==> config.mk <==
export PLATFORM = sky130hd
export DESIGN_NAME = gioc_cell
export DESIGN_NICKNAME = d
export VERILOG_FILES = /design/src/gioc_pkg.sv /design/src/gioc_cell.sv
export SDC_FILE = /design/constraint.sdc
export NUM_CORES = 1
export LEC_CHECK = 0
export ABC_CLOCK_PERIOD_IN_PS = 3000
export BUFFER_PORTS_ARGS = -buffer_cell sky130_fd_sc_hd__clkbuf_2
export CORE_MARGIN = 2
export CORE_UTILIZATION = 50
export DETAILED_ROUTE_END_ITERATION = 10
export PLACE_DENSITY_LB_ADDON = 0.1
export RECOVER_POWER = 25
export SYNTH_ARGS = -nofsm -noshare
export SYNTH_HDL_FRONTEND = slang
export SYNTH_SLANG_ARGS = --single-unit
==> constraint.sdc <==
create_clock -name core_clk -period 3 [get_ports core_clk]
set_input_delay 0 -clock core_clk [delete_from_list [all_inputs] [get_ports core_clk]]
set_output_delay 0 -clock core_clk [all_outputs]
set_load 0.005 [all_outputs]
==> src/gioc_pkg.sv <==
// Package for the general-purpose I/O logic cell: register map, control layout, modes.
// Assumes a single 10 MHz core clock and a 32-bit Avalon-MM register bus with word-aligned offsets.
package gioc_pkg;

  // ----------------------------------------------------------------
  // Clock and timing
  // ----------------------------------------------------------------
  localparam int unsigned CORE_CLK_HZ = 10_000_000;
  localparam int unsigned CLKOUT_HZ = 2_500_000;
  localparam int unsigned CLKOUT_HALF = CORE_CLK_HZ / (2 * CLKOUT_HZ);
  localparam int unsigned CLKDIV_W = 8;

  // ----------------------------------------------------------------
  // Register map (byte addresses)
  // ----------------------------------------------------------------
  localparam int unsigned ADDR_W = 4;
  localparam logic [ADDR_W-1:0] OFS_CTRL = 4'h0;
  localparam logic [ADDR_W-1:0] OFS_STATUS = 4'h4;
  localparam logic [31:0] CTRL_RST = 32'h0000_0000;

  // ----------------------------------------------------------------
  // Modes and settings
  // ----------------------------------------------------------------
  typedef enum logic [1:0] {
    MODE_INPUT = 2'b00,
    MODE_OUTPUT = 2'b01,
    MODE_BIDIR = 2'b10,
    MODE_CLKOUT = 2'b11
  } gioc_mode_t;

  localparam logic EDGE_RISE = 1'b0;
  localparam logic EDGE_FALL = 1'b1;

  // Control word, bit 0 at the bottom of the list
  typedef struct packed {
    logic [12:0] reserved;
    logic unusedPullDown;
    logic slowEdge;
    logic [1:0] driveSel;
    logic schmittEn;
    logic pullDownSel;
    logic pullUpSel;
    logic altSel;
    logic doubleEdgeIo;
    logic invertOut;
    logic oeEdge;
    logic outEdge;
    logic inEdge;
    logic oeRegEn;
    logic outRegEn;
    logic inRegEn;
    gioc_mode_t mode;
    logic pinUsed;
  } gioc_ctrl_t;

  // Data travelling between the core and the cell
  typedef struct packed {
    logic [1:0] outData;
    logic oe;
  } gioc_core_out_t;

  typedef struct packed {
    logic [1:0] inData;
    logic altIn;
  } gioc_core_in_t;

  // Pad buffer settings
  typedef struct packed {
    logic pullUpEn;
    logic pullDownEn;
    logic schmittEn;
    logic [1:0] driveSel;
    logic slowSlew;
  } gioc_buf_t;

  // Synchroniser lanes
  localparam int unsigned SYN_W = 4;
  localparam int unsigned SYN_PAD = 0;
  localparam int unsigned SYN_INCLK = 1;
  localparam int unsigned SYN_OUTCLK = 2;
  localparam int unsigned SYN_CFG = 3;

endpackage

==> src/gioc_cell.sv <==
// General-purpose I/O logic cell for one pad: input, output and output-enable registers,
// double-edge capture and launch, alternate input, clock output and pad buffer settings.
// Assumes the input and output clocks, the pad and the configuration flag arrive asynchronously.
//
// Notes on behaviour
// - Input mode: only pad-to-core path, optionally registered on chosen input-clock edge.
// - Alternate input path carries the pad value with no register option.
// - Double-edge input: rising and falling input-clock samples give two streams.
// - Output mode: only core-to-pad path, optionally registered on chosen output-clock edge.
// - Output and bidirectional modes can invert the output register value.
// - Double-edge output: rising and falling captures multiplexed onto the pad.
// - Bidirectional: input, output and enable paths active, each edge selectable.
// - Input register uses input clock; output and enable registers use output clock.
// - Bidirectional input and output paths registered independently.
// - Clock output mode drives the pad from the core clock tree.
// - Enable register controls the buffer in bidirectional mode only; disabled buffer leaves pad high impedance.
// - During configuration every pin is high impedance with weak pull-up.
// - Unused pins float with pull-up, or pull-down when so configured.
// - Alternate input feeds another block directly, bypassing the core interface.
// - Selectable weak pull-up, weak pull-down and Schmitt-trigger input.
// - Four drive strengths and a slow-edge bit: set slow, clear fast.
// - Double-edge input: rising sample on bit 0, falling sample on bit 1.
`timescale 1ns/1ns

module gioc_cell (
  input wire logic core_clk,
  input wire logic rst_b,
  // Avalon-MM slave
  input wire logic [gioc_pkg::ADDR_W-1:0] avs_address,
  input wire logic avs_read,
  input wire logic avs_write,
  input wire logic [31:0] avs_writedata,
  input wire logic [3:0] avs_byteenable,
  output logic [31:0] avs_readdata,
  output logic avs_waitrequest,
  // Core side
  input wire gioc_pkg::gioc_core_out_t coreOut,
  output gioc_pkg::gioc_core_in_t coreIn,
  // Clocks from the core clock tree and configuration flag
  input wire logic inClk,
  input wire logic outClk,
  input wire logic cfgBusy,
  // Pad
  input wire logic padIn,
  output logic padOut,
  output logic padOe,
  output gioc_pkg::gioc_buf_t padBuf
);

  // ----------------------------------------------------------------
  // Input synchronisers
  // ----------------------------------------------------------------
  logic [gioc_pkg::SYN_W-1:0] syncA_r;
  logic [gioc_pkg::SYN_W-1:0] syncB_r;
  logic [gioc_pkg::SYN_W-1:0] syncC_r;

  // First stage is read only by the second; edges come from stages two and three
  always_ff @(posedge core_clk or negedge rst_b) begin
    if (!rst_b) begin
      syncA_r <= '0;
      syncB_r <= '0;
      syncC_r <= '0;
    end else begin
      syncA_r <= {cfgBusy, outClk, inClk, padIn};
      syncB_r <= syncA_r;
      syncC_r <= syncB_r;
    end
  end

  logic padS;
  logic inRise;
  logic inFall;
  logic outRise;
  logic outFall;
  logic outClkLvl;
  logic cfgS;

  assign padS = syncB_r[gioc_pkg::SYN_PAD];
  assign inRise = syncB_r[gioc_pkg::SYN_INCLK] & ~syncC_r[gioc_pkg::SYN_INCLK];
  assign inFall = ~syncB_r[gioc_pkg::SYN_INCLK] & syncC_r[gioc_pkg::SYN_INCLK];
  assign outRise = syncB_r[gioc_pkg::SYN_OUTCLK] & ~syncC_r[gioc_pkg::SYN_OUTCLK];
  assign outFall = ~syncB_r[gioc_pkg::SYN_OUTCLK] & syncC_r[gioc_pkg::SYN_OUTCLK];
  assign outClkLvl = syncB_r[gioc_pkg::SYN_OUTCLK];
  assign cfgS = syncB_r[gioc_pkg::SYN_CFG];

  // ----------------------------------------------------------------
  // Register bus
  // ----------------------------------------------------------------
  gioc_pkg::gioc_ctrl_t ctrl_r;
  gioc_pkg::gioc_ctrl_t ctrl_nxt;
  logic [31:0] rdata_r;
  logic [31:0] rdata_nxt;
  logic wait_r;
  logic wait_nxt;
  logic [31:0] ctrlWord;
  logic [31:0] statusWord;
  logic [1:0] inData_r;

  assign statusWord = {27'h0000000, cfgS, padS, coreOut.oe, inData_r};

  // One wait cycle: answer lands on the second edge of a request, then waitrequest rises again
  always_comb begin
    ctrlWord = ctrl_r;
    ctrl_nxt = ctrl_r;
    rdata_nxt = rdata_r;
    wait_nxt = ~((avs_read | avs_write) & wait_r);
    if (avs_read & wait_r) begin
      unique case (avs_address)
        gioc_pkg::OFS_CTRL: rdata_nxt = ctrlWord;
        gioc_pkg::OFS_STATUS: rdata_nxt = statusWord;
        default: rdata_nxt = 32'h0000_0000;
      endcase
    end
    if (avs_write & ~wait_r & (avs_address == gioc_pkg::OFS_CTRL)) begin
      for (int i = 0; i < 4; i++) begin
        if (avs_byteenable[i]) begin
          ctrlWord[i*8 +: 8] = avs_writedata[i*8 +: 8];
        end
      end
      ctrl_nxt = ctrlWord;
      ctrl_nxt.reserved = '0;
    end
  end

  always_ff @(posedge core_clk or negedge rst_b) begin
    if (!rst_b) begin
      ctrl_r <= gioc_pkg::CTRL_RST;
      rdata_r <= 32'h0000_0000;
      wait_r <= 1'b1;
    end else begin
      ctrl_r <= ctrl_nxt;
      rdata_r <= rdata_nxt;
      wait_r <= wait_nxt;
    end
  end

  assign avs_readdata = rdata_r;
  assign avs_waitrequest = wait_r;

  // ----------------------------------------------------------------
  // Register edge selection
  // ----------------------------------------------------------------
  logic inTick;
  logic outTick;
  logic oeTick;
  logic dblEdgeIn;
  logic dblEdgeOut;
  logic modeIn;
  logic modeOut;
  logic modeBidir;
  logic modeClk;

  assign inTick = (ctrl_r.inEdge == gioc_pkg::EDGE_FALL) ? inFall : inRise;
  assign outTick = (ctrl_r.outEdge == gioc_pkg::EDGE_FALL) ? outFall : outRise;
  assign oeTick = (ctrl_r.oeEdge == gioc_pkg::EDGE_FALL) ? outFall : outRise;
  assign modeIn = ctrl_r.mode == gioc_pkg::MODE_INPUT;
  assign modeOut = ctrl_r.mode == gioc_pkg::MODE_OUTPUT;
  assign modeBidir = ctrl_r.mode == gioc_pkg::MODE_BIDIR;
  assign modeClk = ctrl_r.mode == gioc_pkg::MODE_CLKOUT;
  // Double-edge operation exists only in plain input and output modes
  assign dblEdgeIn = ctrl_r.doubleEdgeIo & modeIn;
  assign dblEdgeOut = ctrl_r.doubleEdgeIo & modeOut;

  // ----------------------------------------------------------------
  // Input path
  // ----------------------------------------------------------------
  logic [1:0] inData_nxt;
  logic alt_r;
  logic alt_nxt;

  always_comb begin
    inData_nxt = inData_r;
    alt_nxt = 1'b0;
    if (modeIn | modeBidir) begin
      if (dblEdgeIn) begin
        if (inRise) begin
          inData_nxt[0] = padS;
        end
        if (inFall) begin
          inData_nxt[1] = padS;
        end
      end else if (ctrl_r.altSel & modeIn) begin
        // Pad goes straight to the other block; the core sees nothing
        alt_nxt = padS;
        inData_nxt = 2'b00;
      end else if (ctrl_r.inRegEn) begin
        if (inTick) begin
          inData_nxt = {1'b0, padS};
        end
      end else begin
        inData_nxt = {1'b0, padS};
      end
    end else begin
      inData_nxt = 2'b00;
    end
  end

  always_ff @(posedge core_clk or negedge rst_b) begin
    if (!rst_b) begin
      inData_r <= 2'b00;
      alt_r <= 1'b0;
    end else begin
      inData_r <= inData_nxt;
      alt_r <= alt_nxt;
    end
  end

  assign coreIn = '{inData: inData_r, altIn: alt_r};

  // ----------------------------------------------------------------
  // Output and output-enable paths
  // ----------------------------------------------------------------
  logic [1:0] outQ_r;
  logic [1:0] outQ_nxt;
  logic oeQ_r;
  logic oeQ_nxt;
  logic outVal;
  logic oeVal;

  always_comb begin
    outQ_nxt = outQ_r;
    oeQ_nxt = oeQ_r;
    if (dblEdgeOut) begin
      if (outRise) begin
        outQ_nxt[0] = coreOut.outData[0];
      end
      if (outFall) begin
        outQ_nxt[1] = coreOut.outData[1];
      end
    end else if (ctrl_r.outRegEn) begin
      if (outTick) begin
        outQ_nxt = {1'b0, coreOut.outData[0]};
      end
    end else begin
      outQ_nxt = {1'b0, coreOut.outData[0]};
    end
    if (ctrl_r.oeRegEn) begin
      if (oeTick) begin
        oeQ_nxt = coreOut.oe;
      end
    end else begin
      oeQ_nxt = coreOut.oe;
    end
  end

  always_ff @(posedge core_clk or negedge rst_b) begin
    if (!rst_b) begin
      outQ_r <= 2'b00;
      oeQ_r <= 1'b0;
    end else begin
      outQ_r <= outQ_nxt;
      oeQ_r <= oeQ_nxt;
    end
  end

  // Launch the rising capture while the output clock is high, the falling one while low
  assign outVal = (dblEdgeOut ? (outClkLvl ? outQ_r[0] : outQ_r[1]) : outQ_r[0]) ^ ctrl_r.invertOut;

  // Output mode always drives; bidirectional mode follows the enable register
  assign oeVal = modeOut | (modeBidir & oeQ_r) | modeClk;

  // ----------------------------------------------------------------
  // Clock output divider
  // ----------------------------------------------------------------
  logic [gioc_pkg::CLKDIV_W-1:0] div_r;
  logic [gioc_pkg::CLKDIV_W-1:0] div_nxt;
  logic clkOut_r;
  logic clkOut_nxt;

  // Clock tree is modelled as a divided copy of core_clk, so one domain suffices
  always_comb begin
    div_nxt = div_r;
    clkOut_nxt = clkOut_r;
    if (!modeClk) begin
      div_nxt = '0;
      clkOut_nxt = 1'b0;
    end else if (div_r == gioc_pkg::CLKDIV_W'(gioc_pkg::CLKOUT_HALF - 1)) begin
      div_nxt = '0;
      clkOut_nxt = ~clkOut_r;
    end else begin
      div_nxt = div_r + gioc_pkg::CLKDIV_W'(1);
    end
  end

  always_ff @(posedge core_clk or negedge rst_b) begin
    if (!rst_b) begin
      div_r <= '0;
      clkOut_r <= 1'b0;
    end else begin
      div_r <= div_nxt;
      clkOut_r <= clkOut_nxt;
    end
  end

  // ----------------------------------------------------------------
  // Pad drive and buffer settings
  // ----------------------------------------------------------------
  logic padOut_r;
  logic padOut_nxt;
  logic padOe_r;
  logic padOe_nxt;
  gioc_pkg::gioc_buf_t buf_r;
  gioc_pkg::gioc_buf_t buf_nxt;

  // Costs one cycle of pad latency so every pad signal leaves from a flip-flop
  always_comb begin
    padOut_nxt = modeClk ? clkOut_r : outVal;
    padOe_nxt = oeVal;
    buf_nxt.pullUpEn = ctrl_r.pullUpSel;
    buf_nxt.pullDownEn = ctrl_r.pullDownSel;
    buf_nxt.schmittEn = ctrl_r.schmittEn;
    buf_nxt.driveSel = ctrl_r.driveSel;
    buf_nxt.slowSlew = ctrl_r.slowEdge;
    if (cfgS) begin
      padOe_nxt = 1'b0;
      padOut_nxt = 1'b0;
      buf_nxt.pullUpEn = 1'b1;
      buf_nxt.pullDownEn = 1'b0;
    end else if (!ctrl_r.pinUsed) begin
      padOe_nxt = 1'b0;
      padOut_nxt = 1'b0;
      buf_nxt.pullUpEn = ~ctrl_r.unusedPullDown;
      buf_nxt.pullDownEn = ctrl_r.unusedPullDown;
    end
  end

  always_ff @(posedge core_clk or negedge rst_b) begin
    if (!rst_b) begin
      padOut_r <= 1'b0;
      padOe_r <= 1'b0;
      buf_r <= '{pullUpEn: 1'b1, pullDownEn: 1'b0, schmittEn: 1'b0, driveSel: 2'b00, slowSlew: 1'b0};
    end else begin
      padOut_r <= padOut_nxt;
      padOe_r <= padOe_nxt;
      buf_r <= buf_nxt;
    end
  end

  assign padOut = padOut_r;
  assign padOe = padOe_r;
  assign padBuf = buf_r;

endmodule // gioc_cell

==> results.md, run 1 <==
* Hold Path Class: input port to register
* First-pass GRT wire length at 9.32 mm
* Worst Path Required at 3.22 ns
* DRC at 0
* Tcrit/Tclk final at 56.1%
* CTS tree: done
* Post-synth EDFFs at 0
* Setup repair after global routing missed its margin: no
* Util after Layout at 66.2%
* WL/cell at 14.2 um
* Routed wire length at 5.88 mm
* CTS Sinks at 72
* CTS Buf Count at 9
* Root buf cell: clkbuf_8
* Share of post-route cells with drive strength above 1 at 33.0%
* Max Cap Viol at 1
* Reg clk slew, reported paths at 0.07 ns
* Sequential share of power at 51.1%
* Die H at 81.0 um
* Vias at 2,072
* Comb power frac at 10.4%
* Leakage power at 1.89 nW
* Reg2reg start: ctrl_r[2]$_DFFE_PN0P_
* Share of the yosys chip area belonging to registers at 60.8%
* # H-tree levels at 3
* Post-CTS Hold Fix Bufs at 30
* CTS max path bufs at 2
* Setup violators final at 0
* Worst-Skew Late Latency at 0.34 ns
* NetSw at 0.000514 W
* Fmax at 0.595 GHz
* # diodes at 0
* Post-synth top flop: dfrtp_1
* Vias per cell at 5.00
* Clock skew at 0.00863 ns
* Hold Crit Start: avs_byteenable[1]
* Final ANT Viol Nets at 0
* Core area at 0.00582 mm^2
* Cells after Synth at 231
* DP Wirelength at 3.91 mm
* Slew HR at -0.454%
* Max-slew violation count at 30
* Ys Warns at 0
* Initial Util at 51.0%
* PostCTS Resize Cnt at 0
* Status: finished with violations
* Nets at 387
* Crit path DAT at 1.90 ns
* IO Pins at 95
* Async set or reset register ratio after synthesis at 100%
* Setup bufs post-CTS at 0
* Cell-internal power at 0.00166 W
* Initial antenna violation count at 0
* Final hold vios at 0
* Setup crit start: ctrl_r[2]$_DFFE_PN0P_
* Pre-CTS WS at 1.38 ns
* Flops & latches, synth at 72
* Vias in the first global route at 1,946
* Port-buffer cells at 67
* Die Wd at 81.0 um
* Synthesized cell area at 0.00297 mm^2
* Tmin final at 1.68 ns
* Largest net degree at the start of global routing at 43
* GRT Total Usage at 19.3%
* Switching portion of total power at 23.6%
* Syn_area_per_cell at 12.8 um^2
* Setup ws final at 1.32 ns
* Worst Tran Pin Value at 1.51 ns
* Setup TNS at 0 ns
* P&R area growth vs syn at 29.9%
* Failing checks: max-capacitance violations, max-slew violations
* Die area at 0.00657 mm^2
* Kind of start point of the critical path: register
* FF-to-FF setup slack at 1.32 ns
* Worst Setup End Kind: register
* DR iter-0 viols at 64
* FP Rows at 28
* Crit Path Max Fanout at 12
* Number of unique standard cell types used by synthesis at 42
* GPL Wtd Cong at 0.718
* GRT overflow at 0
* Crit Path Class: register to register
* PD cells at 564 mW/mm^2
* DR pass1 iterations at 5
* Clock power share at 38.5%
* Maximum vdd drop at 0.000295 V
[worst max-delay path, stage by stage, from the launching register on]
cell and delay, ns:
dfrtp_1 0.57, o21ba_2 0.22, a2111o_1 0.31, o31ai_1 0.10, mux2_2 0.37
[metal layers]
| layer | GRT usage, % | share of wire, % | up-vias |
|---|---|---|---|
| met4 | 7.12 | 1.3 | 0 |
| met1 | 25.3 | 44 | 998 |
| met5 | 0 | 0 | - |
| met3 | 5.56 | 5.7 | 8 |
| met2 | 30.8 | 49 | 62 |
| li1 | - | - | 1004 |
[cell usage in the layout (no fill, tap or decap), types with 3 or more instances in the layout]
master / n
a21oi_1: 4
a22o_1: 15
a22oi_1: 5
and3_1: 3
clkbuf_1: 3
clkbuf_2: 66
clkbuf_8: 10
conb_1: 13
dfrtp_1: 70
dlygate4sd3_1: 31
mux2_2: 20
nand2_1: 12
nand2b_1: 5
nand3_1: 7
nor2_1: 14
nor2b_1: 6
nor4b_1: 3
o21ai_0: 7
xor2_1: 6
[per-stage QoR]
step                std cells  cell area (um^2)  hold slack [ns]  total power, W
floorplan                 243              3010           -0.296         0.00123
global placement          367              3330           -0.207         0.00132
detailed placement        367              3330           -0.208         0.00132
CTS                       413              3850         0.000330         0.00219
global route              414              3850           0.0855         0.00229
finish                    414              3850           0.0948         0.00217
[power groups by stage]
stage / Combinational [W] / Sequential, W / Clock, W
3_5_place_dp: 0.000195 / 0.00113 / 0
5_1_grt: 0.000254 / 0.00112 / 0.000910
6_report: 0.000225 / 0.00111 / 0.000837
3_3_place_gp: 0.000191 / 0.00113 / 0
2_1_floorplan: 0.000128 / 0.00111 / 0
4_1_cts: 0.000228 / 0.00111 / 0.000854
[area by class of cell]
class | instances | area, um^2
tap | 75 | 93.8
clock inverter | 5 | 80.1
inverter | 2 | 7.51
clock buffer | 11 | 141
timing repair buffer | 100 | 656
sequential | 72 | 1800
multi-input combinational | 149 | 1070
fill | 477 | 1960
[worst paths after layout]
check                                         endpoint  cells after the start
min in group asynchronous  avs_readdata[3]$_DFFE_PN0P_                      3
setup / recovery               inData_r[0]$_DFFE_PN0P_                      4
setup reg to reg               inData_r[0]$_DFFE_PN0P_                      4
hold / removal                  ctrl_r[12]$_DFFE_PN0P_                      3
max in group asynchronous           div_r[4]$_DFF_PN0_                      3
hold reg to reg                   syncB_r[2]$_DFF_PN0_                      0
[synthesized netlist by cell type (all sizes together), types with 3 or more instances]
master	count	area share, %
a21oi	4	0.67
a22o	15	4.4
a22oi	5	1.3
and3	3	0.63
buf	16	3.9
clkbuf	4	0.51
dfrtp	70	59
mux2	21	8.1
nand2	15	2.5
nand2b	5	1.1
nand3	7	1.2
nor2	14	1.8
nor2b	6	1.3
nor4b	3	0.89
o21ai	7	1.2
xor2	6	1.8
[kinds of logic after synthesis]
kind of cell,count (synthesis),share of synthesized area [%]
mux,23,8.77
other cells,1,0.126
buf+inv,22,4.64
fa+ha+maj,2,0.843
simple gates,64,12.6
flops,72,60.8
compound gates,40,10.2
xor+xnor,7,2.07
[registers in the layout, summed over array words and instances (netlist names)]
register         flops
avs_readdata        19
ctrl_r              15
div_r                8
padBuf               6
buf_nxt              4
syncA_r              4
syncB_r              4
inData_r             2
outQ_r               2
syncC_r              2
alt_r                1
avs_waitrequest      1
clkOut_r             1
oeQ_r                1
padOe                1
padOut               1
Note: power is estimated with default switching activity, not from simulation.
==> inputs of run 2 (changes only) <==
--- a/config.mk
+++ b/config.mk
@@ -5,10 +5,10 @@
 export SDC_FILE = /design/constraint.sdc
 export NUM_CORES = 1
 export LEC_CHECK = 0
-export ABC_CLOCK_PERIOD_IN_PS = 3000
+export ABC_CLOCK_PERIOD_IN_PS = 1400
 export BUFFER_PORTS_ARGS = -buffer_cell sky130_fd_sc_hd__clkbuf_2
 export CORE_MARGIN = 2
-export CORE_UTILIZATION = 50
+export CORE_UTILIZATION = 45
 export DETAILED_ROUTE_END_ITERATION = 10
 export PLACE_DENSITY_LB_ADDON = 0.1
 export RECOVER_POWER = 25
==> constraint.sdc (replaced) <==
create_clock -name core_clk -period 1.4 [get_ports core_clk]
set_input_delay 0 -clock core_clk [delete_from_list [all_inputs] [get_ports core_clk]]
set_output_delay 0 -clock core_clk [all_outputs]
set_load 0.005 [all_outputs]
==> results.md, run 2 (same netlist as run 1, synthesis figures left out) <==
* Status: finished with violations (unchanged)
* Failing checks: negative setup slack (was max-capacitance violations, max-slew violations)
* First-pass GRT wire length at 10.2 mm (was 9.32 mm)
* GRT overflow at 0 (unchanged)
* FP Rows at 29 (was 28)
* DRC at 0 (unchanged)
* DR iter-0 viols at 88 (was 64)
* Family with the most delay on the worst path: compound AO/OA/AOI/OAI gates (unchanged)
* Share of post-route cells with drive strength above 1 at 41.6% (was 33.0%)
* Largest net degree at the start of global routing at 73 (was 43)
* Max reg flops at 19 (unchanged)
* Reg clk slew, reported paths at 0.08 ns (was 0.07 ns)
* Die area at 0.00726 mm^2 (was 0.00657 mm^2)
* Slew HR at 34.9% (was -0.454%)
* Clock skew at 0.0104 ns (was 0.00863 ns)
* WL/cell at 14.2 um (about the same)
* Util after Layout at 65.0% (was 66.2%)
* Pre-CTS WS at -0.105 ns (was 1.38 ns)
* Setup ws final at -0.0908 ns (was 1.32 ns)
* GRT Total Usage at 18.3% (was 19.3%)
* Hold Path Class: input port to register (unchanged)
* Leakage power at 2.03 nW (was 1.89 nW)
* Most frequent cells in the layout: dfrtp_1 (70), clkbuf_2 (66), dlygate4sd3_1 (30) (was dfrtp_1 (70), clkbuf_2 (66), dlygate4sd3_1 (31))
* GPL Wtd Cong at 0.754 (was 0.718)
* Worst Path Required at 1.62 ns (was 3.22 ns)
* Crit path buf inv count at 0 (unchanged)
* Root buf cell: clkbuf_8 (unchanged)
* Worst Setup End Kind: register (unchanged)
* Max-slew violation count at 0 (was 30)
* Tmin final at 1.49 ns (was 1.68 ns)
* Setup violators final at 1 (was 0)
* Slowest stage cell, crit path: a2111o_1 (was dfrtp_1)
* CTS Buf Count at 9 (unchanged)
* Vias per cell at 4.90 (was 5.00)
* Die Wd at 85.2 um (was 81.0 um)
* # diodes at 0 (unchanged)
* Kind of start point of the critical path: register (unchanged)
* Nets at 411 (was 387)
* Die H at 85.2 um (was 81.0 um)
* Worst Tran Pin Value at 0.977 ns (was 1.51 ns)
* DP Wirelength at 4.25 mm (was 3.91 mm)
* Max Cap Viol at 0 (was 1)
* Final hold vios at 0 (unchanged)
* Crit Path Max Fanout at 2 (was 12)
* Vias in the first global route at 2,102 (was 1,946)
* # H-tree levels at 3 (unchanged)
* Worst-Skew Late Latency at 0.34 ns (about the same)
* Vias at 2,156 (was 2,072)
* Setup repair after global routing missed its margin: yes (was no)
* Crit Path Class: register to register (unchanged)
* Tcrit/Tclk final at 106% (was 56.1%)
* Finished Layout Cells at 440 (was 414)
* Placed Cells at 390 (was 367)
* P&R area growth vs syn at 39.1% (was 29.9%)
* CTS max path bufs at 2 (unchanged)
* DR pass1 iterations at 4 (was 5)
* Crit-path max cell delay at 0.39 ns (was 0.57 ns)
* PD cells at 1120 mW/mm^2 (was 564 mW/mm^2)
* Fmax at 0.671 GHz (was 0.595 GHz)
* Initial Util at 46.7% (was 51.0%)
* Core area at 0.00635 mm^2 (was 0.00582 mm^2)
* CTS tree: done (unchanged)
* Most common cell after layout, fill and taps aside: dfrtp_1 (unchanged)
* IO Pins at 95 (unchanged)
* Maximum vdd drop at 0.000776 V (was 0.000295 V)
* Final ANT Viol Nets at 0 (unchanged)
* Port-buffer cells at 67 (unchanged)
* Setup TNS at -0.0908 ns (was 0 ns)
* Initial antenna violation count at 0 (unchanged)
* CTS Sinks at 72 (unchanged)
* Cell Chain, Critical Path: o21ba_2 -> a2111o_1 -> o31ai_4 -> mux2_4 (was o21ba_2 -> a2111o_1 -> o31ai_1 -> mux2_2)
* Routed wire length at 6.25 mm (was 5.88 mm)
* Crit path DAT at 1.72 ns (was 1.90 ns)
## run 2: stage by stage
step	cell area, um^2	hold WS (ns)	power, W
after detailed placement	3500	0.0543	0.00293
after global routing	4130	0.0576	0.00486
after global placement	3500	0.0609	0.00292
after CTS	4050	0.0832	0.00465
after floorplan	3010	-0.296	0.00264
final	4130	0.0714	0.00462
## run 2: where the power goes
group / internal, W / leakage [nW] / switching (W)
clock: 0.000829 / 0.0929 / 0.000770
sequential: 0.00223 / 0.954 / 0.000111
combinational: 0.000379 / 0.987 / 0.000297
total: 0.00344 / 2.03 / 0.00118
## run 2: repair_timing
item                                   4_1_cts  5_1_grt
resized for setup                            7       14
hold buffers                                30        1
setup endpoints to repair                    7       18
gates cloned                                 0        0
endpoints found under the hold margin       99        1
pin swaps                                    4        4
setup buffers                                3        1
## run 2: final timing paths
path / start / endpoint / slack (ns) / cells after the start
max: ctrl_r[10]$_DFFE_PN0P_ / inData_r[0]$_DFFE_PN0P_ / -0.09 / 4
min: avs_byteenable[1] / buf_nxt[1]$_DFFE_PN0P_ / 0.07 / 3
max reg2reg: ctrl_r[10]$_DFFE_PN0P_ / inData_r[0]$_DFFE_PN0P_ / -0.09 / 4
min reg2reg: syncA_r[2]$_DFF_PN0_ / syncB_r[2]$_DFF_PN0_ / 0.36 / 0
max in group asynchronous: rst_b / inData_r[1]$_DFFE_PN0P_ / 0.31 / 3
min in group asynchronous: rst_b / avs_readdata[1]$_DFFE_PN0P_ / 0.42 / 3
## run 2: final cells by class
type / instances / area, um^2
sequential: 72 / 1800
fill: 511 / 2220
timing repair buffer: 124 / 846
inverter: 2 / 7.51
clock buffer: 10 / 128
tap: 77 / 96.3
multi-input combinational: 149 / 1180
clock inverter: 6 / 67.6
## run 2: layer usage
layer	part of all wire (%)	track usage [%]	vias to the layer above
met5	0	0	-
met4	1.6	7.79	0
met3	4.6	4.18	11
met2	48	28.0	57
met1	46	25.2	1036
li1	-	-	1052
## run 2: worst min-delay path, cell delays in order
cell and delay, ns:
clkbuf_2 0.12, nand2_8 0.10, mux2_2 0.15
==> inputs of run 3 (changes only) <==
--- a/config.mk
+++ b/config.mk
@@ -5,10 +5,12 @@
 export SDC_FILE = /design/constraint.sdc
 export NUM_CORES = 1
 export LEC_CHECK = 0
-export ABC_CLOCK_PERIOD_IN_PS = 1400
+export ABC_CLOCK_PERIOD_IN_PS = 1270
 export BUFFER_PORTS_ARGS = -buffer_cell sky130_fd_sc_hd__clkbuf_2
+export CELL_PAD_IN_SITES_DETAIL_PLACEMENT = 1
+export CELL_PAD_IN_SITES_GLOBAL_PLACEMENT = 1
 export CORE_MARGIN = 2
-export CORE_UTILIZATION = 45
+export CORE_UTILIZATION = 35
 export DETAILED_ROUTE_END_ITERATION = 10
 export PLACE_DENSITY_LB_ADDON = 0.1
 export RECOVER_POWER = 25
==> constraint.sdc (replaced) <==
create_clock -name core_clk -period 1.27 [get_ports core_clk]
set_input_delay 0 -clock core_clk [delete_from_list [all_inputs] [get_ports core_clk]]
set_output_delay 0 -clock core_clk [all_outputs]
set_load 0.005 [all_outputs]
==> results.md, run 3 (same netlist as run 1, synthesis figures left out) <==
* Failing checks: negative setup slack (unchanged)
* Setup repair after global routing missed its margin: yes (unchanged)
* Reg clk slew, reported paths at 0.08 ns (about the same)
* CTS Sinks at 72 (unchanged)
* Fin Hold WS at 0.0334 ns (was 0.0714 ns)
* DP Area at 0.00372 mm^2 (was 0.00350 mm^2)
* Worst Tran Pin Value at 0.852 ns (was 0.977 ns)
* CTS Buf Count at 9 (unchanged)
* DP Wirelength at 5.37 mm (was 4.25 mm)
* DR iter-0 viols at 66 (was 88)
* Clock skew at 0.0147 ns (was 0.0104 ns)
* Die Wd at 96.1 um (was 85.2 um)
* Fmax at 0.670 GHz (was 0.671 GHz)
* Overall power at 0.00572 W (was 0.00462 W)
* Crit path DAT at 1.73 ns (was 1.72 ns)
* Final hold vios at 0 (unchanged)
* Die H at 96.1 um (was 85.2 um)
* # H-tree levels at 3 (unchanged)
* CTS max path bufs at 2 (unchanged)
* IO Pins at 95 (unchanged)
* Hold Path Class: input port to register (unchanged)
* DR pass1 iterations at 4 (unchanged)
* Slew HR at 43.2% (was 34.9%)
* Worst Hold Depth at 3 (unchanged)
* Initial antenna violation count at 0 (unchanged)
* FP Rows at 33 (was 29)
* Nets at 427 (was 411)
* Maximum vdd drop at 0.000494 V (was 0.000776 V)
* # diodes at 0 (unchanged)
* PD cells at 1270 mW/mm^2 (was 1120 mW/mm^2)
* Die area at 0.00923 mm^2 (was 0.00726 mm^2)
* Tmin final at 1.49 ns (about the same)
* WL/cell at 15.6 um (was 14.2 um)
* Share of post-route cells with drive strength above 1 at 47.5% (was 41.6%)
* Cell-internal power at 0.00435 W (was 0.00344 W)
* Final ANT Viol Nets at 0 (unchanged)
* Setup violators final at 26 (was 1)
* Comb power frac at 15.6% (was 14.6%)
* Most common cell after layout, fill and taps aside: dfrtp_1 (unchanged)
* Worst-Skew Late Latency at 0.35 ns (was 0.34 ns)
* Switching portion of total power at 24.0% (was 25.5%)
* Status: finished with violations (unchanged)
* GPL Wtd Cong at 0.718 (was 0.754)
* Util after Layout at 54.7% (was 65.0%)
* Setup ws final at -0.222 ns (was -0.0908 ns)
* Most frequent cells in the layout: dfrtp_1 (68), clkbuf_2 (67), buf_4 (35) (was dfrtp_1 (70), clkbuf_2 (66), dlygate4sd3_1 (30))
* Sequential share of power at 45.4% (was 50.8%)
* GRT Total Usage at 17.2% (was 18.3%)
* Vias in the first global route at 2,293 (was 2,102)
* Max-slew violation count at 0 (unchanged)
* First-pass GRT wire length at 11.7 mm (was 10.2 mm)
* Worst Path Required at 1.51 ns (was 1.62 ns)
* Tcrit/Tclk final at 117% (was 106%)
* Clock power share at 39.0% (was 34.6%)
* Leakage power at 2.24 nW (was 2.03 nW)
* Setup TNS at -1.49 ns (was -0.0908 ns)
* Port-buffer cells at 67 (unchanged)
* GRT overflow at 0 (unchanged)
* Initial Util at 36.1% (was 46.7%)
* Kind of start point of the critical path: register (unchanged)
* Largest net degree at the start of global routing at 33 (was 73)
* Reg2Reg Depth at 4 (unchanged)
* Vias per cell at 4.71 (was 4.90)
* Core area at 0.00822 mm^2 (was 0.00635 mm^2)
* Post-route design area at 0.00450 mm^2 (was 0.00413 mm^2)
* Root buf cell: clkbuf_8 (unchanged)
* Crit Path Max Fanout at 3 (was 2)
* Max Cap Viol at 0 (unchanged)
* CTS tree: done (unchanged)
* Crit Path Class: register to register (unchanged)
* Worst Setup End Kind: register (unchanged)
* Max reg flops at 19 (unchanged)
* DRC at 0 (unchanged)
* Routed wire length at 7.56 mm (was 6.25 mm)
* Fillers at 865 (was 511)
* NetSw at 0.00137 W (was 0.00118 W)
* Vias at 2,278 (was 2,156)
* P&R area growth vs syn at 51.6% (was 39.1%)
## run 3: cell count changes in the layout (fill, tap and decap cells not counted), moves of 7 or more
cell,previous run,this run
mux2_2,18,1
mux2_4,3,20
buf_4,24,35
nor2_1,14,7
nor2_2,0,7
## run 3: critical path, stage by stage (launching register included)
cell and delay (ns):
dfrtp_1 0.40, nor3b_1 0.14, a2111o_1 0.40, o31ai_1 0.08
mux2_2 0.36
## run 3: area by class of cell
cell class	count	area [um^2]	share of cell area, %
clock inverter	5	105	2.34
multi-input combinational	149	1280	28.5
timing repair buffer	140	1020	22.8
clock buffer	11	141	3.14
tap	105	131	2.92
sequential	72	1810	40.2
inverter	2	7.51	0.167
## run 3: metal layers
| layer | global-route usage (%) | share of wire (%) |
|---|---|---|
| met4 | 5.71 | 0.75 |
| met5 | 0 | 0 |
| met3 | 3.84 | 4.0 |
| met1 | 24.1 | 47 |
| met2 | 26.4 | 48 |
## run 3: path summary, 6_finish.rpt
kind | from | to | slack, ns
setup / recovery | syncB_r[1]$_DFF_PN0_ | inData_r[0]$_DFFE_PN0P_ | -0.22
hold / removal | avs_byteenable[2] | ctrl_r[18]$_DFFE_PN0P_ | 0.03
setup reg to reg | syncB_r[1]$_DFF_PN0_ | inData_r[0]$_DFFE_PN0P_ | -0.22
hold reg to reg | syncA_r[2]$_DFF_PN0_ | syncB_r[2]$_DFF_PN0_ | 0.35
max in group asynchronous | rst_b | avs_readdata[11]$_DFFE_PN0P_ | 0.28
min in group asynchronous | rst_b | inData_r[1]$_DFFE_PN0P_ | 0.29
## run 3: stage by stage
stage | instances | worst slack, ns
floorplan | 243 | -0.180
global placement | 430 | -0.184
detailed placement | 430 | -0.209
CTS | 478 | -0.217
global route | 484 | -0.264
finish | 484 | -0.222
## run 3: what timing repair did
item                       in CTS  in global routing
buffers inserted                3                  7
pin swaps                       8                 10
resized for setup              14                 24
hold endpoints to repair       86                  0
hold buffers                   29                  0
gates cloned                    0                  1
setup endpoints to repair      34                 48
## run 3: power groups by stage
stage	registers (W)	logic, W	clock network (W)
after global routing	0.00262	0.000982	0.00238
after floorplan	0.00262	0.000356	0
after CTS	0.00259	0.000817	0.00227
after global placement	0.00263	0.000694	0
final	0.00260	0.000893	0.00223
after detailed placement	0.00264	0.000707	0
